`config.mk`:
```
export PLATFORM = sky130hd
export DESIGN_NAME = cte_trigger_regs
export DESIGN_NICKNAME = d
export VERILOG_FILES = /design/src/logic/cte_pkg.sv /design/src/logic/cte_filter.sv /design/src/logic/cte_delay_pulse.sv /design/src/logic/cte_trigger_regs.sv
export SDC_FILE = /design/constraint.sdc
export NUM_CORES = 1
export LEC_CHECK = 0
export ABC_AREA = 1
export BUFFER_PORTS_ARGS = -buffer_cell sky130_fd_sc_hd__buf_2
export CAP_MARGIN = 20
export CORE_MARGIN = 10
export CORE_UTILIZATION = 50
export CTS_CLUSTER_DIAMETER = 50
export DETAILED_ROUTE_END_ITERATION = 8
export GPL_TIMING_DRIVEN = 0
export PLACE_DENSITY = 0.67
export SKIP_LAST_GASP = 1
export SLEW_MARGIN = 20
export SYNTH_ARGS = -nofsm -noshare
export SYNTH_HDL_FRONTEND = slang
export SYNTH_SLANG_ARGS = --single-unit
```
`constraint.sdc`:
```
create_clock -name ref_clk -period 6.83 [get_ports ref_clk]
set_input_delay 0 -clock ref_clk [delete_from_list [all_inputs] [get_ports ref_clk]]
set_output_delay 0 -clock ref_clk [all_outputs]
set_load 0.02 [all_outputs]
```
`src/logic/cte_pkg.sv`:
```
// Purpose: Shared constants and types of the trigger and exposure block.
// Assumes: One 125 MHz clock; register offsets are byte addresses.
// Notes: Debounce counts above 4096 cycles are only defaults here.
package cte_pkg;
  // Clock period in ns.
  localparam int unsigned CLK_NS = 8;
  // Register byte offsets.
  localparam logic [15:0] OFS_TRIG_SRC = 16'h0508;
  localparam logic [15:0] OFS_TRIG_EDGE = 16'h050c;
  localparam logic [15:0] OFS_TRIG_DEB = 16'h0510;
  localparam logic [15:0] OFS_TRIG_OVL = 16'h0514;
  localparam logic [15:0] OFS_TRIG_MODE = 16'h0518;
  localparam logic [15:0] OFS_FRAMES = 16'h051c;
  localparam logic [15:0] OFS_PULSES = 16'h0520;
  localparam logic [15:0] OFS_STB_SEL = 16'h0524;
  localparam logic [15:0] OFS_EXP_DLY = 16'h0528;
  localparam logic [15:0] OFS_STB_DLY = 16'h052c;
  localparam logic [15:0] OFS_EXP_MODE = 16'h0544;
  localparam logic [15:0] OFS_EXP_DUR = 16'h0548;
  localparam logic [15:0] OFS_LINE_EN = 16'h054c;
  localparam logic [15:0] OFS_FRAME_EN = 16'h0550;
  localparam logic [15:0] OFS_LINE_VAL = 16'h0554;
  localparam logic [15:0] OFS_FRAME_VAL = 16'h0558;
  localparam logic [15:0] OFS_STB_LEN = 16'h05b8;
  localparam logic [15:0] OFS_TRIG_DIS = 16'h05bc;
  localparam logic [15:0] OFS_STATUS = 16'h05c0;
  localparam logic [15:0] OFS_SOFT_TRIG = 16'h6030;
  // Values after reset.
  localparam logic [15:0] RST_COUNT = 16'h0001;
  localparam logic [12:0] RST_LINE_VAL = 13'h1fff;
  localparam logic [23:0] RST_FRAME_VAL = 24'hffffff;
  localparam logic [23:0] RST_EXP_DUR = 24'h000001;
  // Trigger source codes.
  localparam logic [2:0] SRC_EXT = 3'h1;
  localparam logic [2:0] SRC_PULSE = 3'h2;
  localparam logic [2:0] SRC_HOST = 3'h3;
  localparam logic [2:0] SRC_SOFT = 3'h4;
  // Overlap codes.
  localparam logic [1:0] OVL_AFTER = 2'h1;
  localparam logic [1:0] OVL_NOW = 2'h2;
  // Exposure control codes.
  localparam logic [1:0] EXP_PW = 2'h1;
  localparam logic [1:0] EXP_EXT = 2'h3;
  // Debounce codes.
  localparam logic [2:0] DB_10US = 3'h4;
  localparam logic [2:0] DB_50US = 3'h5;
  localparam logic [2:0] DB_100US = 3'h1;
  localparam logic [2:0] DB_500US = 3'h6;
  localparam logic [2:0] DB_1MS = 3'h2;
  localparam logic [2:0] DB_5MS = 3'h7;
  localparam logic [2:0] DB_10MS = 3'h3;
  // Debounce times in ns and their least cycle counts.
  localparam int unsigned T10US_NS = 10000;
  localparam int unsigned T50US_NS = 50000;
  localparam int unsigned T100US_NS = 100000;
  localparam int unsigned T500US_NS = 500000;
  localparam int unsigned T1MS_NS = 1000000;
  localparam int unsigned T5MS_NS = 5000000;
  localparam int unsigned T10MS_NS = 10000000;
  localparam int unsigned CYC_10US = (T10US_NS + CLK_NS - 1) / CLK_NS;
  localparam int unsigned CYC_50US = (T50US_NS + CLK_NS - 1) / CLK_NS;
  localparam int unsigned CYC_100US = (T100US_NS + CLK_NS - 1) / CLK_NS;
  localparam int unsigned CYC_500US = (T500US_NS + CLK_NS - 1) / CLK_NS;
  localparam int unsigned CYC_1MS = (T1MS_NS + CLK_NS - 1) / CLK_NS;
  localparam int unsigned CYC_5MS = (T5MS_NS + CLK_NS - 1) / CLK_NS;
  localparam int unsigned CYC_10MS = (T10MS_NS + CLK_NS - 1) / CLK_NS;
  // Width of the debounce counter.
  localparam int unsigned DBW = 21;
  // Delay unit states.
  typedef enum logic [2:0] {
    DP_IDLE = 3'b001,
    DP_WAIT = 3'b010,
    DP_ON = 3'b100
  } cte_dp_state_type;
  // Sequence states.
  typedef enum logic [2:0] {
    SQ_IDLE = 3'b001,
    SQ_DELAY = 3'b010,
    SQ_EXPOSE = 3'b100
  } cte_seq_state_type;
endpackage

```
`src/logic/cte_filter.sv`:
```
// Purpose: Two-stage synchroniser followed by a debounce filter.
// Assumes: A zero hold count passes the synchronised level through.
// Notes: The output changes after the new level held for hold cycles.
`timescale 1ns/1ps
module cte_filter (
  input wire logic ref_clk, // Clock.
  input wire logic resetn, // Asynchronous reset, active low.
  input wire logic pin_in, // Raw level from a pin.
  input wire logic [cte_pkg::DBW-1:0] hold, // Debounce length in cycles.
  output logic level_out // Clean level.
);
  logic meta_r;
  logic sync_r;
  logic [cte_pkg::DBW-1:0] cnt_r;

  // Two flip-flops bring the pin into the clock domain.
  always_ff @(posedge ref_clk or negedge resetn)
  begin
    if (!resetn)
    begin
      meta_r <= 1'b0;
      sync_r <= 1'b0;
    end
    else
    begin
      meta_r <= pin_in;
      sync_r <= meta_r;
    end
  end

  // A level must stay different for hold cycles before it is taken.
  always_ff @(posedge ref_clk or negedge resetn)
  begin
    if (!resetn)
    begin
      cnt_r <= '0;
      level_out <= 1'b0;
    end
    else if (sync_r == level_out)
      cnt_r <= '0;
    else if (cnt_r + 1'b1 >= hold)
    begin
      cnt_r <= '0;
      level_out <= sync_r;
    end
    else
      cnt_r <= cnt_r + 1'b1;
  end
endmodule

```
`src/logic/cte_delay_pulse.sv`:
```
// Purpose: Waits a programmed delay, then holds a pulse for a length.
// Assumes: A start while busy restarts the unit.
// Notes: The pulse rises delay+1 cycles after start; length 0 gives none.
`timescale 1ns/1ps
module cte_delay_pulse (
  input wire logic ref_clk, // Clock.
  input wire logic resetn, // Asynchronous reset, active low.
  input wire logic start, // One-cycle start.
  input wire logic [23:0] delay, // Cycles before the pulse.
  input wire logic [23:0] length, // Cycles of the pulse.
  output logic pulse_out, // High during the pulse.
  output logic done // One cycle when the unit finishes.
);
  cte_pkg::cte_dp_state_type st_r;
  logic [23:0] cnt_r;

  // Counts down the delay, then the pulse length.
  always_ff @(posedge ref_clk or negedge resetn)
  begin
    if (!resetn)
    begin
      st_r <= cte_pkg::DP_IDLE;
      cnt_r <= '0;
      pulse_out <= 1'b0;
      done <= 1'b0;
    end
    else
    begin
      done <= 1'b0;
      if (start)
      begin
        st_r <= cte_pkg::DP_WAIT;
        cnt_r <= delay;
        pulse_out <= 1'b0;
      end
      else
      begin
        unique case (st_r)
          cte_pkg::DP_IDLE: cnt_r <= '0;
          cte_pkg::DP_WAIT:
            if (cnt_r != '0)
              cnt_r <= cnt_r - 1'b1;
            else if (length == '0)
            begin
              done <= 1'b1;
              st_r <= cte_pkg::DP_IDLE;
            end
            else
            begin
              cnt_r <= length - 1'b1;
              pulse_out <= 1'b1;
              st_r <= cte_pkg::DP_ON;
            end
          cte_pkg::DP_ON:
            if (cnt_r != '0)
              cnt_r <= cnt_r - 1'b1;
            else
            begin
              pulse_out <= 1'b0;
              done <= 1'b1;
              st_r <= cte_pkg::DP_IDLE;
            end
          default: st_r <= cte_pkg::DP_IDLE;
        endcase
      end
    end
  end
endmodule

```
`src/logic/cte_trigger_regs.sv`:
```
// Purpose: Trigger and exposure registers with the sequencer they steer.
// Assumes: Exposure, delay and strobe figures count ref_clk cycles.
// Notes: Register reads return data in the cycle after the strobe.
//
// The plain strobed port is this design's own decision.
`timescale 1ns/1ps
module cte_trigger_regs #(
  parameter logic [20:0] DB_50US_CYC = 21'(cte_pkg::CYC_50US),
  parameter logic [20:0] DB_100US_CYC = 21'(cte_pkg::CYC_100US),
  parameter logic [20:0] DB_500US_CYC = 21'(cte_pkg::CYC_500US),
  parameter logic [20:0] DB_1MS_CYC = 21'(cte_pkg::CYC_1MS),
  parameter logic [20:0] DB_5MS_CYC = 21'(cte_pkg::CYC_5MS),
  parameter logic [20:0] DB_10MS_CYC = 21'(cte_pkg::CYC_10MS)
) (
  input wire logic ref_clk, // Clock, 125 MHz.
  input wire logic resetn, // Asynchronous reset, active low.
  input wire logic [15:0] reg_addr, // Register byte address.
  input wire logic [31:0] reg_wdata, // Write data.
  input wire logic reg_wr, // Write strobe.
  input wire logic reg_rd, // Read strobe.
  output logic [31:0] reg_rdata, // Read data, cycle after reg_rd.
  input wire logic ext_trigger_pin, // External trigger pin.
  input wire logic host_trigger_pin, // Host computer trigger line.
  input wire logic internal_pulse_train, // Pulse train, same clock.
  input wire logic exposure_ctrl_pin, // External exposure control.
  output logic exposure_active, // High while exposing.
  output logic frame_start, // One cycle per frame started.
  output logic first_strobe, // First strobe output.
  output logic second_strobe, // Second strobe output.
  output logic line_period_use, // Programmed line time in use.
  output logic [12:0] line_period, // Programmed line time.
  output logic frame_period_use, // Programmed frame time in use.
  output logic [23:0] frame_period // Programmed frame time.
);
  logic [2:0] src_r;
  logic edge_r;
  logic [2:0] deb_r;
  logic [1:0] ovl_r;
  logic [2:0] tmode_r;
  logic [15:0] frames_r;
  logic [15:0] pulses_r;
  logic [1:0] stb_sel_r;
  logic [23:0] exp_dly_r;
  logic [23:0] stb_dly_r;
  logic [23:0] stb_len_r;
  logic dis_r;
  logic [1:0] exp_mode_r;
  logic [23:0] exp_dur_r;
  logic soft_evt_r;
  logic [20:0] hold;
  logic ext_lvl;
  logic host_lvl;
  logic expc_lvl;
  logic sel_lvl;
  logic prev_lvl_r;
  logic edge_evt;
  logic [15:0] pulse_cnt_r;
  logic [15:0] pulses_m1;
  logic [15:0] frames_m1;
  logic trig_evt;
  logic trig_ok;
  logic busy;
  logic start_seq;
  logic pend_r;
  cte_pkg::cte_seq_state_type st_r;
  logic [15:0] frame_cnt_r;
  logic [23:0] exp_cnt_r;
  logic exp_end;
  logic dly_done;
  logic stb_pulse;
  logic [31:0] rd_mux;

  // Trigger configuration written by software.
  always_ff @(posedge ref_clk or negedge resetn)
  begin
    if (!resetn)
    begin
      src_r <= '0;
      edge_r <= 1'b0;
      deb_r <= '0;
      ovl_r <= '0;
      tmode_r <= '0;
      frames_r <= cte_pkg::RST_COUNT;
      pulses_r <= cte_pkg::RST_COUNT;
      dis_r <= 1'b0;
    end
    else if (reg_wr)
    begin
      unique case (reg_addr)
        cte_pkg::OFS_TRIG_SRC: src_r <= reg_wdata[2:0];
        cte_pkg::OFS_TRIG_EDGE: edge_r <= reg_wdata[0];
        cte_pkg::OFS_TRIG_DEB: deb_r <= reg_wdata[2:0];
        cte_pkg::OFS_TRIG_OVL: ovl_r <= reg_wdata[1:0];
        cte_pkg::OFS_TRIG_MODE: tmode_r <= reg_wdata[2:0];
        cte_pkg::OFS_FRAMES: frames_r <= reg_wdata[15:0];
        cte_pkg::OFS_PULSES: pulses_r <= reg_wdata[15:0];
        cte_pkg::OFS_TRIG_DIS: dis_r <= reg_wdata[0];
        default: ;
      endcase
    end
  end

  // Strobe and exposure timing written by software.
  always_ff @(posedge ref_clk or negedge resetn)
  begin
    if (!resetn)
    begin
      stb_sel_r <= '0;
      exp_dly_r <= '0;
      stb_dly_r <= '0;
      stb_len_r <= '0;
      exp_mode_r <= '0;
      exp_dur_r <= cte_pkg::RST_EXP_DUR;
    end
    else if (reg_wr)
    begin
      unique case (reg_addr)
        cte_pkg::OFS_STB_SEL: stb_sel_r <= reg_wdata[1:0];
        cte_pkg::OFS_EXP_DLY: exp_dly_r <= reg_wdata[23:0];
        cte_pkg::OFS_STB_DLY: stb_dly_r <= reg_wdata[23:0];
        cte_pkg::OFS_STB_LEN: stb_len_r <= reg_wdata[23:0];
        cte_pkg::OFS_EXP_MODE: exp_mode_r <= reg_wdata[1:0];
        cte_pkg::OFS_EXP_DUR: exp_dur_r <= reg_wdata[23:0];
        default: ;
      endcase
    end
  end

  // Line and frame time overrides go straight to the sensor timing.
  always_ff @(posedge ref_clk or negedge resetn)
  begin
    if (!resetn)
    begin
      line_period_use <= 1'b0;
      line_period <= cte_pkg::RST_LINE_VAL;
      frame_period_use <= 1'b0;
      frame_period <= cte_pkg::RST_FRAME_VAL;
    end
    else if (reg_wr)
    begin
      unique case (reg_addr)
        cte_pkg::OFS_LINE_EN: line_period_use <= reg_wdata[0];
        cte_pkg::OFS_LINE_VAL: line_period <= reg_wdata[12:0];
        cte_pkg::OFS_FRAME_EN: frame_period_use <= reg_wdata[0];
        cte_pkg::OFS_FRAME_VAL: frame_period <= reg_wdata[23:0];
        default: ;
      endcase
    end
  end

  // A soft command only counts while software is the trigger source.
  always_ff @(posedge ref_clk or negedge resetn)
  begin
    if (!resetn)
      soft_evt_r <= 1'b0;
    else
      soft_evt_r <= reg_wr && reg_addr == cte_pkg::OFS_SOFT_TRIG &&
                    src_r == cte_pkg::SRC_SOFT;
  end

  // Read multiplexer; unmapped and write-only addresses read zero.
  always_comb
  begin
    rd_mux = '0;
    unique case (reg_addr)
      cte_pkg::OFS_TRIG_SRC: rd_mux[2:0] = src_r;
      cte_pkg::OFS_TRIG_EDGE: rd_mux[0] = edge_r;
      cte_pkg::OFS_TRIG_DEB: rd_mux[2:0] = deb_r;
      cte_pkg::OFS_TRIG_OVL: rd_mux[1:0] = ovl_r;
      cte_pkg::OFS_TRIG_MODE: rd_mux[2:0] = tmode_r;
      cte_pkg::OFS_FRAMES: rd_mux[15:0] = frames_r;
      cte_pkg::OFS_PULSES: rd_mux[15:0] = pulses_r;
      cte_pkg::OFS_STB_SEL: rd_mux[1:0] = stb_sel_r;
      cte_pkg::OFS_EXP_DLY: rd_mux[23:0] = exp_dly_r;
      cte_pkg::OFS_STB_DLY: rd_mux[23:0] = stb_dly_r;
      cte_pkg::OFS_STB_LEN: rd_mux[23:0] = stb_len_r;
      cte_pkg::OFS_TRIG_DIS: rd_mux[0] = dis_r;
      cte_pkg::OFS_EXP_MODE: rd_mux[1:0] = exp_mode_r;
      cte_pkg::OFS_EXP_DUR: rd_mux[23:0] = exp_dur_r;
      cte_pkg::OFS_LINE_EN: rd_mux[0] = line_period_use;
      cte_pkg::OFS_LINE_VAL: rd_mux[12:0] = line_period;
      cte_pkg::OFS_FRAME_EN: rd_mux[0] = frame_period_use;
      cte_pkg::OFS_FRAME_VAL: rd_mux[23:0] = frame_period;
      cte_pkg::OFS_STATUS: rd_mux = {frame_cnt_r, 13'h0000, pend_r,
                                     busy, exposure_active};
      default: rd_mux = '0;
    endcase
  end

  // Read data stand for exactly one cycle after the strobe.
  always_ff @(posedge ref_clk or negedge resetn)
  begin
    if (!resetn)
      reg_rdata <= '0;
    else if (reg_rd)
      reg_rdata <= rd_mux;
    else
      reg_rdata <= '0;
  end

  // Debounce length chosen from the code.
  always_comb
  begin
    unique case (deb_r)
      cte_pkg::DB_10US: hold = 21'(cte_pkg::CYC_10US);
      cte_pkg::DB_50US: hold = DB_50US_CYC;
      cte_pkg::DB_100US: hold = DB_100US_CYC;
      cte_pkg::DB_500US: hold = DB_500US_CYC;
      cte_pkg::DB_1MS: hold = DB_1MS_CYC;
      cte_pkg::DB_5MS: hold = DB_5MS_CYC;
      cte_pkg::DB_10MS: hold = DB_10MS_CYC;
      default: hold = '0;
    endcase
  end

  // Pins are synchronised and filtered before anything reads them.
  cte_filter u_ext_filt (
    .ref_clk(ref_clk),
    .resetn(resetn),
    .pin_in(ext_trigger_pin),
    .hold(hold),
    .level_out(ext_lvl)
  );

  cte_filter u_host_filt (
    .ref_clk(ref_clk),
    .resetn(resetn),
    .pin_in(host_trigger_pin),
    .hold(hold),
    .level_out(host_lvl)
  );

  cte_filter u_expc_filt (
    .ref_clk(ref_clk),
    .resetn(resetn),
    .pin_in(exposure_ctrl_pin),
    .hold(hold),
    .level_out(expc_lvl)
  );

  // Selected source level; no source gives a steady low.
  always_comb
  begin
    unique case (src_r)
      cte_pkg::SRC_EXT: sel_lvl = ext_lvl;
      cte_pkg::SRC_PULSE: sel_lvl = internal_pulse_train;
      cte_pkg::SRC_HOST: sel_lvl = host_lvl;
      default: sel_lvl = 1'b0;
    endcase
  end

  // Previous level for edge detection.
  always_ff @(posedge ref_clk or negedge resetn)
  begin
    if (!resetn)
      prev_lvl_r <= 1'b0;
    else
      prev_lvl_r <= sel_lvl;
  end

  // Active edge per the edge bit, or a soft command.
  assign edge_evt = (edge_r ? (prev_lvl_r && !sel_lvl)
                            : (!prev_lvl_r && sel_lvl)) || soft_evt_r;

  // A count of zero is treated as one.
  assign pulses_m1 = (pulses_r == '0) ? '0 : pulses_r - 1'b1;
  assign frames_m1 = (frames_r == '0) ? '0 : frames_r - 1'b1;
  assign trig_evt = edge_evt && pulse_cnt_r >= pulses_m1;

  // Counts source pulses toward one trigger.
  always_ff @(posedge ref_clk or negedge resetn)
  begin
    if (!resetn)
      pulse_cnt_r <= '0;
    else if (trig_evt)
      pulse_cnt_r <= '0;
    else if (edge_evt)
      pulse_cnt_r <= pulse_cnt_r + 1'b1;
  end

  // Acceptance of triggers with the overlap policy.
  assign trig_ok = trig_evt && !dis_r;
  assign busy = st_r != cte_pkg::SQ_IDLE;
  assign start_seq = (trig_ok && (!busy || ovl_r == cte_pkg::OVL_NOW)) ||
                     (pend_r && !busy);

  // A queued trigger; a new one in the clearing cycle merges with it and is not queued.
  always_ff @(posedge ref_clk or negedge resetn)
  begin
    if (!resetn)
      pend_r <= 1'b0;
    else if (trig_ok && busy && ovl_r == cte_pkg::OVL_AFTER)
      pend_r <= 1'b1;
    else if (pend_r && !busy)
      pend_r <= 1'b0;
  end

  // Delay from trigger to exposure.
  cte_delay_pulse u_exp_dly (
    .ref_clk(ref_clk),
    .resetn(resetn),
    .start(start_seq),
    .delay(exp_dly_r),
    .length(24'h000000),
    .pulse_out(),
    .done(dly_done)
  );

  // Strobe delay and length from the trigger.
  cte_delay_pulse u_stb (
    .ref_clk(ref_clk),
    .resetn(resetn),
    .start(start_seq),
    .delay(stb_dly_r),
    .length(stb_len_r),
    .pulse_out(stb_pulse),
    .done()
  );

  // End of exposure: trigger level, external line, or the timer.
  always_comb
  begin
    if (exp_mode_r == cte_pkg::EXP_PW && frame_cnt_r == '0)
      exp_end = edge_r ? sel_lvl : !sel_lvl;
    else if (exp_mode_r == cte_pkg::EXP_EXT && frame_cnt_r == '0)
      exp_end = !expc_lvl;
    else
      exp_end = exp_cnt_r == 24'h000000;
  end

  // Sequencer: delay, then one exposure per frame.
  always_ff @(posedge ref_clk or negedge resetn)
  begin
    if (!resetn)
    begin
      st_r <= cte_pkg::SQ_IDLE;
      frame_cnt_r <= '0;
      exp_cnt_r <= '0;
      frame_start <= 1'b0;
    end
    else
    begin
      frame_start <= 1'b0;
      if (start_seq)
      begin
        st_r <= cte_pkg::SQ_DELAY;
        frame_cnt_r <= '0;
      end
      else
      begin
        unique case (st_r)
          cte_pkg::SQ_IDLE: exp_cnt_r <= '0;
          cte_pkg::SQ_DELAY:
            if (dly_done)
            begin
              st_r <= cte_pkg::SQ_EXPOSE;
              exp_cnt_r <= exp_dur_r;
              frame_start <= 1'b1;
            end
          cte_pkg::SQ_EXPOSE:
            if (!exp_end)
              exp_cnt_r <= exp_cnt_r - 1'b1;
            else if (frame_cnt_r < frames_m1)
            begin
              frame_cnt_r <= frame_cnt_r + 1'b1;
              exp_cnt_r <= exp_dur_r;
              frame_start <= 1'b1;
            end
            else
              st_r <= cte_pkg::SQ_IDLE;
          default: st_r <= cte_pkg::SQ_IDLE;
        endcase
      end
    end
  end

  // Exposure output; mode off never exposes.
  always_ff @(posedge ref_clk or negedge resetn)
  begin
    if (!resetn)
      exposure_active <= 1'b0;
    else
      exposure_active <= st_r == cte_pkg::SQ_EXPOSE && !exp_end &&
                         exp_mode_r != 2'h0;
  end

  // Strobe routed to the selected outputs.
  always_ff @(posedge ref_clk or negedge resetn)
  begin
    if (!resetn)
    begin
      first_strobe <= 1'b0;
      second_strobe <= 1'b0;
    end
    else
    begin
      first_strobe <= stb_pulse && stb_sel_r[0];
      second_strobe <= stb_pulse && stb_sel_r[1];
    end
  end
endmodule

```
; Word level (Yosys, flattened, before mapping)
; Cells that the tools add are included.
[totals]
out_inout_bits = 75
reg_bits = 410
word_cells = 271
[classes]
bitwise = 4
magnitude_cmp = 5
n_mux = 68
addsub = 11
eq_ne = 63
n_reduce_logical = 72
[op_table]
columns = op, n
row1 = $eq A16 B11 Y1 const B, 19
row2 = $mux W24, 9
row3 = $pmux W21 S7, 1
row4 = $pmux W24 S3, 2
row5 = $mux W16, 8
row6 = $mux W21, 6
row7 = $sub A24 B1 Y24 const B, 4
row8 = $pmux W10 S8, 1
row9 = $add A21 B1 Y21 const B, 3
row10 = $ge A21 B21 Y1, 3
row11 = $logic_not A16 Y1, 3
row12 = $logic_not A24 Y1, 2
row13 = $pmux W24 S2, 1
row14 = $pmux W8 S6, 1
row15 = $reduce_bool A24 Y1, 2
row16 = $reduce_and A2 Y1, 23
row17 = $add A16 B1 Y16 const B, 2
row18 = $mux W32, 1
row19 = $sub A16 B1 Y16 const B, 2
row20 = $mux W3, 10
row21 = $eq A3 B3 Y1 const B, 8
row22 = $eq A3 B2 Y1 const B, 7
row23 = $ne A3 B3 Y1 const B, 7
row24 = $pmux W3 S7, 1
row25 = other kinds (31), 97

; Depth between registers and ports, before layout
; Gate-level depths: netlist of run 1.
[logic_depth]
word_depth = 12
ltp_mapped = 26
ltp_nobuf = 25

; Modules after synthesis
; A second synthesis of run 1 with hierarchy kept.
[hier_totals]
hier_cells = 4100
hier_area_um2 = 28199.5
[by_module_without_submodules]
columns = module, area_per_inst_um2, cells_per_inst, n_inst
row1 = cte_trigger_regs, 15381.0, 2005, 1
row2 = cte_delay_pulse, 3535.9, 641, 2
row3 = cte_filter, 1915.6, 271, 3

; Least setup slack after synthesis of run 1
; OpenSTA, ideal clock, no wires.
[synth_path]
path_kind = reg-to-reg
from = reg pulses_r[1]
to = reg exp_cnt_r[13]
setup_ps = 117
stages_incl_launch_ff = 25
arrival_time_ps = 3136
period_less_slack_ps = 3253
setup_slack_ps = 3577
cell_sequence = dfrtp_1 > nor2_1 > inv_1 > nor3_1 > nand2_1 > nor3_1 > nand2_1 > nor4_1 > nand2_1 > xor2_1 > nand2_1 > ha_1 > a21oi_1 > o21ai_0 > a21oi_1 > nand2_1 > nand3_1 > nand2_1 > nand2_2 > nand2_2 > nor2_4 > nand2_2 > buf_4 > nand2_1 > nand2_1
[synth_between]
elab_chain_len = 9
word_cells_on_any_way = 10
cone_classes = add/sub: 1 / order compare: 1 / mux: 1 / bitwise: 1 / reduce/logical: 6
[synth_lines]
columns = item, line_no
row1 = "start, declared", cte_trigger_regs.sv:41  ; logic [15:0] pulses_r;
row2 = "start signal, assigned", cte_trigger_regs.sv:84  ; pulses_r <= cte_pkg::RST_COUNT;
row3 = "start signal, assigned", cte_trigger_regs.sv:96  ; cte_pkg::OFS_PULSES: pulses_r <= reg_wdata[15:0];
row4 = $sub A16 B1 Y16 or $logic_not A16 Y1 (tied branches), cte_trigger_regs.sv:266  ; assign pulses_m1 = (pulses_r == '0) ? '0 : pulses_r - 1'b1;
row5 = $mux W16 (*), cte_trigger_regs.sv:266
row6 = $ge A16 B16 Y1 (*), cte_trigger_regs.sv:268  ; assign trig_evt = edge_evt && pulse_cnt_r >= pulses_m1;
row7 = $logic_and A1 B1 Y1 (*), cte_trigger_regs.sv:268
row8 = $logic_and A1 B1 Y1 (*), cte_trigger_regs.sv:282  ; assign trig_ok = trig_evt && !dis_r;
row9 = $logic_and A1 B1 Y1 (*), cte_trigger_regs.sv:284  ; assign start_seq = (trig_ok && (!busy || ovl_r == cte_pkg::OVL_NOW)) ||
row10 = $logic_or A1 B1 Y1 (*), cte_trigger_regs.sv:284
row11 = $not A1 Y1 (no source line) (*), n/a
row12 = $reduce_and A4 Y1 (no source line) (*), n/a
row13 = "end signal, assigned", cte_trigger_regs.sv:357  ; exp_cnt_r <= exp_dur_r;
row14 = "end signal, assigned", cte_trigger_regs.sv:362  ; exp_cnt_r <= exp_cnt_r - 1'b1;
row15 = "end signal, assigned", cte_trigger_regs.sv:366  ; exp_cnt_r <= exp_dur_r;
row16 = "end, declared", cte_trigger_regs.sv:67  ; logic [23:0] exp_cnt_r;
; Mark *: on every way between the ends. The rest lies on a longest branch, timed or not.
; A chain may end at the register's enable or synchronous reset.

; Final worst setup path of run 1
[layout_path]
from = reg pulses_r[1]
to = reg frame_start
[layout_between]
elab_chain_len = 8
word_cells_on_any_way = 9
cone_classes = add/sub: 1 / order compare: 1 / mux: 2 / reduce/logical: 5
[layout_lines]
columns = item, line_no
row1 = $sub A16 B1 Y16 or $logic_not A16 Y1 (tied branches), cte_trigger_regs.sv:266
row2 = $mux W16 (*), cte_trigger_regs.sv:266
row3 = $ge A16 B16 Y1 (*), cte_trigger_regs.sv:268
row4 = $logic_and A1 B1 Y1 (*), cte_trigger_regs.sv:268
row5 = $logic_and A1 B1 Y1 (*), cte_trigger_regs.sv:282
row6 = $logic_and A1 B1 Y1 (*), cte_trigger_regs.sv:284
row7 = $logic_or A1 B1 Y1 (*), cte_trigger_regs.sv:284
row8 = $mux W1 (*), cte_trigger_regs.sv:344  ; if (start_seq)
row9 = "end signal, assigned", cte_trigger_regs.sv:339  ; frame_start <= 1'b0;
row10 = "end signal, assigned", cte_trigger_regs.sv:343  ; frame_start <= 1'b0;
row11 = "end signal, assigned", cte_trigger_regs.sv:358  ; frame_start <= 1'b1;
row12 = "end, declared", cte_trigger_regs.sv:27  ; output logic frame_start,
; Marked as above.

==> results by group, run 1 <==
Run status
  • Status: completed

Timing
  • Setup repair after global routing missed its margin: no
  • Relative slew margins: 0.351
  • Hold Worst Slack: 45.1 ps
  • Clock skew: 23.6 ps
  • Hold violation count in the final report: 0
  • Achievable Freq: 0.227 GHz
  • Setup Viol. Count Final: 0
  • Final worst path period share: 0.645
  • Final Max Slew Viols: 0
  • Final Critical Period: 4400 ps
  • Least-Margin Pin Slew: 968 ps

Synth
  • Synth Cell Area: 25700 um2
  • Post-synthesis register bit count: 409
  • Unique masters post-synth: 55
  • Post-synth EDFFs: 0
  • Mux contribution to synthesized area: 0.00122
  • Prevailing post-synth register cell: dfrtp_1
  • Post-Synth XOR/XNOR Area: 0.0429
  • Syn_nets: 3726
  • Async SR Flop Fraction: 1.00
  • Post-Synth Adder-Cell Area: 0.0497
  • Sequential share of the synthesized area: 0.400
  • Compound-Gate Fraction of Synth Area: 0.0914
  • Simple-gate share of the synthesized area: 0.333
  • Syn Inst Count: 3568
  • Yosys warning count: 0
  • Largest family of logic cells by synthesized area: simple AND/OR/NAND/NOR gates
  • Avg Cell Area, Syn: 7.20 um2

Global route
  • Global-route wire length before repair: 133000 um
  • Largest net degree at the start of global routing: 96
  • Initial antenna violation count: 1
  • Global route overflow: 0
  • Global Route Usage Sum: 0.278
  • Vias in the first global route: 23700

Layout
  • NumNets Final: 3951
  • Fraction of layout cells with a size suffix above 1: 0.108
  • Area growth syn-to-layout: 15.2%
  • Layout Utilization: 0.579
  • Final Cell Area: 29600 um2

Floorplanning
  • Std cell rows: 83
  • Die Y: 247 um
  • Die X: 247 um
  • Die ar.: 60900 um2
  • IO Count: 131
  • Starting density of the core: 0.503
  • Core area: 51100 um2

Placed design
  • IO buf count: 121
  • Placer Congestion: 0.963
  • HPWL Detailed: 64400 um
  • Post-DP Area: 27300 um2

Detailed routing
  • Vias: 25100
  • Routed length per instance: 18.8 um
  • 1st-iter DRT viols: 2562
  • Final wirelength: 85100 um
  • Final antenna-violating net count: 0
  • DRC Markers: 0
  • TritonRoute pass-1 iters: 6
  • Vias/cell: 5.55

Pwr
  • Pleak: 15.3 nW
  • VDD IR max: 0.288 mV
  • P per Cell Area: 188 nW/um2
  • Tot Pwr: 5.55 mW

Min path
  • Worst Hold Class: input port to flop

CTS
  • Post-CTS Hold Fix Bufs: 43
  • Postcts setup bufs: 0
  • CTS Buffer Depth: 3
  • CTS tree: yes
  • CTS root buf: clkbuf_16
  • H-tree lvl count: 2
  • Clk slew on worst S/H paths: 60 ps
  • Cts bufs inserted: 55
  • Worst-skew pair later-pin latency: 620 ps
  • Resized Gates After CTS: 0
  • Sink Count: 409

Setup path
  • R2r worst-path depth: 20
  • CP required: 7250 ps
  • Cell Chain, Critical Path: nor2_1 > inv_1 > nor3_1 > nand2_1 > nor3_1 > nand2_1 > nor4_1 > nand2_1 > xor2_1 > nand2_1 > ha_1 > nand2_1 > nor3_1 > nand2_1 > nand2_1 > nand4_2 > nand2_2 > buf_6 > clkbuf_1 > o21ai_0
  • Largest stage delay, worst path: 440 ps
  • R2r endpoint: frame_start$_DFF_PN0_
  • Critical Path Fanout Max: 10
  • Reg2reg start: pulses_r[1]$_DFFE_PN0P_
  • CP endpoint kind: flop
  • Critical Path Slowest Stage Cell: clkbuf_1
  • WS Path Type: flop to flop
  • Worst setup path endpoint: frame_start$_DFF_PN0_
  • Worst Path Arrival: 4820 ps
  • Most frequent CP cell: nand2_1
  • Crit path from: pulses_r[1]$_DFFE_PN0P_
  • Critical path launch point type: flop
  • Reg2reg setup slack: 2430 ps

Flow run
  • Maxcap violations: 0
==> layer usage <==
layer | up-vias | routed length, um | share of wire | track usage
met4 | 0 | 3110 | 0.036 | 0.0967
met2 | 994 | 38400 | 0.45 | 0.437
li1 | 12000 | - | - | -
met5 | - | 0 | 0 | 0
met1 | 11900 | 36800 | 0.43 | 0.378
met3 | 175 | 6870 | 0.081 | 0.0513
==> critical path, delay by kind of cell (launching register included) <==
| kind | cells | cell delay, ps |
|---|---|---|
| AO/OA/AOI/OAI | 1 | 280 |
| XOR/XNOR | 1 | 150 |
| adder cells (fa/ha/maj) | 1 | 300 |
| AND/OR/NAND/NOR | 14 | 2310 |
| flip-flops | 1 | 420 |
| buffers and inverters | 3 | 740 |
==> logic make-up (layout without fill, tap and decap cells) <==
logic type,after synthesis,after routing
xor+xnor,126,126
other cells,0,1
compound gates,436,436
mux,3,3
flops,409,409
fa+ha+maj,102,102
buf+inv,507,778
simple gates,1985,1985
==> final cells by class <==
class	instances	area, um2
fill	4921	21500
multi-input combinational	2652	13300
sequential	409	10300
clock buffer	67	1490
inverter	392	1470
timing repair buffer	168	1170
tap	680	851
buffer	115	613
clock inverter	36	394
antenna	1	2.50
==> worst min path at each step <==
stage | from | to | slack (ps) | depth (start not counted)
floorplan | resetn | deb_r[0]$_DFFE_PN0P_ | -300 | 0
global placement | exposure_ctrl_pin | u_expc_filt.meta_r$_DFF_PN0_ | 110 | 1
detailed placement | resetn | u_ext_filt.cnt_r[12]$_DFF_PN0_ | 20 | 1
CTS | reg_addr[2] | reg_rdata[2]$_DFF_PN0_ | 8 | 8
global route | host_trigger_pin | u_host_filt.meta_r$_DFF_PN0_ | 40 | 2
finish | ext_trigger_pin | u_ext_filt.meta_r$_DFF_PN0_ | 50 | 2
==> state kept, by name, indices dropped and copies added, names as in the netlist, 13 cells and up <==
register and cells:
exp_cnt_r 24, exp_dly_r 24, exp_dur_r 24, frame_cnt_r 16, frame_period 24, frames_r 16
line_period 13, pulse_cnt_r 16, pulses_r 16, reg_rdata 32, stb_dly_r 24, stb_len_r 24
u_exp_dly.cnt_r 24, u_expc_filt.cnt_r 21, u_ext_filt.cnt_r 21, u_host_filt.cnt_r 21, u_stb.cnt_r 24
==> synthesized netlist by cell type (4+ instances only) <==
cell | n | share of area
nand2_2 | 10 | 0.0024
nand4_1 | 92 | 0.022
nor3b_1 | 4 | 0.0012
or2_2 | 12 | 0.0029
xor2_1 | 103 | 0.035
clkbuf_1 | 42 | 0.0061
xnor2_1 | 23 | 0.0078
a31oi_1 | 8 | 0.0019
nor3_2 | 7 | 0.0027
dfrtp_1 | 366 | 0.36
o21ai_1 | 68 | 0.013
nand3b_1 | 9 | 0.0026
inv_2 | 9 | 0.0013
a22oi_1 | 21 | 0.0061
buf_6 | 9 | 0.0039
nand3_2 | 5 | 0.0019
buf_2 | 49 | 0.0095
nand2_1 | 1092 | 0.16
nor2_2 | 6 | 0.0015
nor2_4 | 12 | 0.0053
inv_1 | 381 | 0.056
nand3_1 | 269 | 0.052
o211ai_1 | 16 | 0.0047
nor2_1 | 364 | 0.053
dfstp_2 | 43 | 0.044
nor3_1 | 65 | 0.013
ha_1 | 102 | 0.050
o21ai_0 | 217 | 0.042
buf_4 | 14 | 0.0041
a211oi_1 | 4 | 0.0012
nor4_1 | 21 | 0.0051
a21oi_1 | 88 | 0.017
==> through the flow <==
step | setup WS (ps) | instances | TNS, ps
2_1_floorplan | 3580 | 3568 | 0
3_3_place_gp | -2510 | 4369 | -896330
3_5_place_dp | 2610 | 4373 | 0
4_1_cts | 2540 | 4519 | 0
5_1_grt | 1970 | 4520 | 0
6_report | 2430 | 4520 | 0
==> layout by cell type, fill, tap and decap left out, drive strengths merged, types with 14 or more instances in the layout <==
cell and instances:
a21oi 88, a22oi 21, buf 199, clkbuf 109, clkinv 14, dfrtp 366, dfstp 43, dlygate4sd3 42
ha 102, inv 399, nand2 1105, nand3 277, nand4 93, nor2 382, nor3 72, nor4 22
o211ai 17, o21ai 287, or2 14, xnor2 23, xor2 103
==> where the power goes <==
part	internal (mW)	switching (mW)
Combinational	0.0419	0.116
Clock	1.77	1.20
Sequential	2.43	0.00333
Note: power is estimated with default switching activity, not from simulation.
==> run 2: changes to the inputs <==
--- a/config.mk
+++ b/config.mk
@@ -5,7 +5,7 @@
 export SDC_FILE = /design/constraint.sdc
 export NUM_CORES = 1
 export LEC_CHECK = 0
-export ABC_AREA = 1
+export ABC_AREA = 0
 export BUFFER_PORTS_ARGS = -buffer_cell sky130_fd_sc_hd__buf_2
 export CAP_MARGIN = 20
 export CORE_MARGIN = 10
==> constraint.sdc (replaced) <==
create_clock -name ref_clk -period 4.2 [get_ports ref_clk]
set_input_delay 0 -clock ref_clk [delete_from_list [all_inputs] [get_ports ref_clk]]
set_output_delay 0 -clock ref_clk [all_outputs]
set_load 0.02 [all_outputs]
==> run 2 against run 1 <==
Net effect:
- routed wire length fell by 14%
- sequential power rose by 66%
- clock power rose by 57%
- largest cell class unchanged
- via count fell by 22%
- register-to-register slack got worse by 2400 ps
==> results by group, run 2 <==
Min path
  • Worst Hold Class: input port to flop
  • Worst hold path endpoint: dis_r$_DFFE_PN0P_
  • Hold path start: reg_addr[4]
  • Worst Hold Path Cells: 7 (+5)

Floorplanning
  • Die ar.: 55500 um2 (-8.8%)
  • IO Count: 131 (unchanged)
  • Std cell rows: 78 (-6.0%)
  • Starting density of the core: 0.509 (+0.00595)
  • Die Y: 236 um (-4.5%)
  • Die X: 236 um (-4.5%)
  • Core area: 45700 um2 (-11%)

Synth
  • Yosys warning count: 0 (unchanged)
  • Area leader, netlist: dfrtp_1
  • Unique masters post-synth: 89 (+62%)
  • Share of the synthesized area in the top cell type: 0.394 (+0.0376)
  • Avg Cell Area, Syn: 10.2 um2 (+41%)
  • Syn_nets: 2442 (-34%)
  • Prevailing post-synth register cell: dfrtp_1
  • Post-synth top cells: dfrtp_1, mux2_2, nand2_1, nor2_1, ha_1
  • Top post-synthesis cells by area: dfrtp_1, mux2_2, ha_1, dfstp_2, nand2_1
  • Async SR Flop Fraction: 1.00 (unchanged)
  • Synth Cell Area: 23200 um2 (-9.6%)
  • Top-count cell post-synth: dfrtp_1
  • Sequential share of the synthesized area: 0.443 (+0.0423)
  • Syn Inst Count: 2284 (-36%)
  • Post-synthesis register bit count: 409 (unchanged)
  • Post-synth EDFFs: 0 (unchanged)

Layout
  • Fraction of layout cells with a size suffix above 1: 0.223 (+0.115)
  • NumNets Final: 2671 (-32%)
  • Fill cells: 3888 (-21%)
  • Most flops, register: reg_rdata
  • Finished Layout Cells: 3159 (-30%)
  • Commonest non-fill, non-tap cell in the layout: dfrtp_1
  • Max reg flops: 32 (unchanged)
  • Commonest non-fill, non-tap cells in the layout: dfrtp_1, mux2_2, nand2_1
  • Layout Utilization: 0.596 (+0.0167)
  • Area growth syn-to-layout: 17.1%

Flow run
  • Maxcap violations: 0 (unchanged)

Timing
  • Final worst path period share: 0.984 (+0.339)
  • Clock skew: 14.9 ps (-8.74 ps)
  • Setup Viol. Count Final: 0 (unchanged)
  • Hold violation count in the final report: 0 (unchanged)
  • Final Critical Period: 4130 ps (-270 ps)
  • Relative slew margins: 0.324 (-0.0274)
  • Final Max Slew Viols: 0 (unchanged)
  • Hold Worst Slack: 34.7 ps (-10.4 ps)
  • Achievable Freq: 0.242 GHz (+6.5%)
  • Setup repair after global routing missed its margin: yes
  • Least-Margin Pin Slew: 1010 ps (+38.6 ps)
  • Setup TNS: 0 ps (unchanged)

Global route
  • Vias in the first global route: 19500 (-17%)
  • Global-route wire length before repair: 113000 um (-15%)
  • Global route overflow: 0 (unchanged)
  • Global Route Usage Sum: 0.255 (-0.0229)
  • Initial antenna violation count: 5 (+4)
  • Largest net degree at the start of global routing: 100 (+4.2%)

Setup path
  • Reg2reg setup slack: 70 ps (-2360 ps)
  • Most frequent CP cell: buf_4
  • Reg2reg start: pulses_r[9]$_DFFE_PN0P_
  • Worst Path Arrival: 4650 ps (-170 ps)
  • CP endpoint kind: flop
  • R2r endpoint: u_stb.st_r[0]$_DFFE_PN1P_
  • Critical Path Fanout Max: 10 (unchanged)
  • Critical path launch point type: flop
  • CP required: 4710 ps (-2540 ps)
  • Largest stage delay, worst path: 570 ps (+130 ps)
  • R2r worst-path depth: 14 (-30%)
  • WS Path Type: flop to flop
  • Critical Path Slowest Stage Cell: or4_4
  • Cell Chain, Critical Path: or4_4 > nor4_4 > nand3_2 > buf_4 > nand2b_1 > ha_1 > a2111oi_2 > and4b_1 > o31a_4 > a22o_1 > clkbuf_4 > buf_4 > buf_6 > a21oi_1

CTS
  • Clk slew on worst S/H paths: 60 ps (about the same)
  • Cts bufs inserted: 53 (-3.6%)
  • CTS tree: yes
  • CTS root buf: clkbuf_16
  • Sink Count: 409 (unchanged)
  • H-tree lvl count: 2 (unchanged)
  • Worst-skew pair later-pin latency: 610 ps (about the same)
  • CTS Buffer Depth: 3 (unchanged)

Detailed routing
  • Final antenna-violating net count: 0 (unchanged)
  • TritonRoute pass-1 iters: 6 (unchanged)
  • Routed length per instance: 23.2 um (+23%)
  • 1st-iter DRT viols: 1979 (-23%)
  • Vias: 19700 (-22%)
  • Final wirelength: 73200 um (-14%)
  • DRC Markers: 0 (unchanged)
  • Vias/cell: 6.22 (+12%)

Pwr
  • Tot Pwr: 9.06 mW (+63%)
  • VDD IR max: 0.532 mV (+84%)
  • Pleak: 12.9 nW (-16%)
  • P per Cell Area: 333 nW/um2 (+77%)

Placed design
  • HPWL Detailed: 54800 um (-15%)
  • Cells after DPL: 3009 (-31%)
  • IO buf count: 121 (unchanged)
  • Placer Congestion: 0.951 (-1.3%)

Run status
  • Status: completed
run 2: changes by cell type after synthesis, moves of 37 or more:
cell,change
nand4_1,-62
a22oi_1,+45
nand2_1,-913
o21ai_1,-61
o21ai_0,-140
xor2_1,-39
nor2_1,-214
inv_1,-304
xnor2_1,+39
nand3_1,-197
mux2_2,+186
and3_1,+37
run 2: worst max-delay path, delay by kind of cell, from the launching register on:
family | cells | cell delay (ps)
buffers and inverters | 4 | 780
AND/OR/NAND/NOR | 5 | 1450
adder cells (fa/ha/maj) | 1 | 240
AO/OA/AOI/OAI | 4 | 1100
flip-flops | 1 | 450
run 2: power breakdown:
| group | internal (mW) | switching (mW) |
|---|---|---|
| registers | 3.98 | 0.0411 |
| clock network | 2.76 | 1.88 |
| logic | 0.138 | 0.253 |
run 2: kinds of logic after synthesis:
group           synth area share
flops                      0.443
compound gates             0.138
mux                        0.103
xor+xnor                  0.0475
buf+inv                   0.0314
fa+ha+maj                 0.0549
simple gates               0.182
run 2: per-stage QoR:
step,setup WS (ps),instance area (um2)
floorplan,352,23200
global placement,-4900,24600
detailed placement,-885,24700
CTS,9.23,27000
global route,-48.5,27200
finish,67.5,27200
run 2: layer usage:
layer  vias up  part of all wire  track usage
li1       8959                 -            -
met1      9772              0.40        0.311
met2       725              0.46        0.410
met3       191             0.077       0.0627
met4         6             0.057        0.137
met5         -           0.00059            0
run 2: worst max path at each step:
stage                                        start                               to  slack (ps)  cells past startpoint
after CTS                  frames_r[5]$_DFFE_PN0P_        exp_cnt_r[16]$_DFFE_PN0P_           9                     16
after global routing      frames_r[13]$_DFFE_PN0P_        exp_cnt_r[19]$_DFFE_PN0P_         -50                     15
after detailed placement   pulses_r[9]$_DFFE_PN0P_  u_exp_dly.cnt_r[19]$_DFFE_PN0P_        -880                     14
after floorplan            pulses_r[9]$_DFFE_PN0P_         exp_cnt_r[6]$_DFFE_PN0P_         350                     14
after global placement                      resetn  u_host_filt.cnt_r[17]$_DFF_PN0_       -4900                      1
final                      pulses_r[9]$_DFFE_PN0P_        u_stb.st_r[0]$_DFFE_PN1P_          70                     14
run 2: area by class of cell:
class	count	area [um2]	share of cell area
clock inverter	29	313	0.0115
antenna	2	5.00	0.000184
buffer	99	502	0.0184
inverter	78	293	0.0108
clock buffer	70	1510	0.0555
multi-input combinational	1698	12400	0.454
timing repair buffer	174	1190	0.0438
tap	600	751	0.0276
sequential	409	10300	0.378
run 2: repair_timing:
| action | 4_1_cts | 5_1_grt |
|---|---|---|
| hold buffers | 36 | 0 |
| pin swaps | 0 | 2 |
| buffers inserted | 0 | 13 |
| hold endpoints to repair | 376 | 0 |
| setup endpoints to repair | 99 | 98 |
| resized for setup | 24 | 42 |
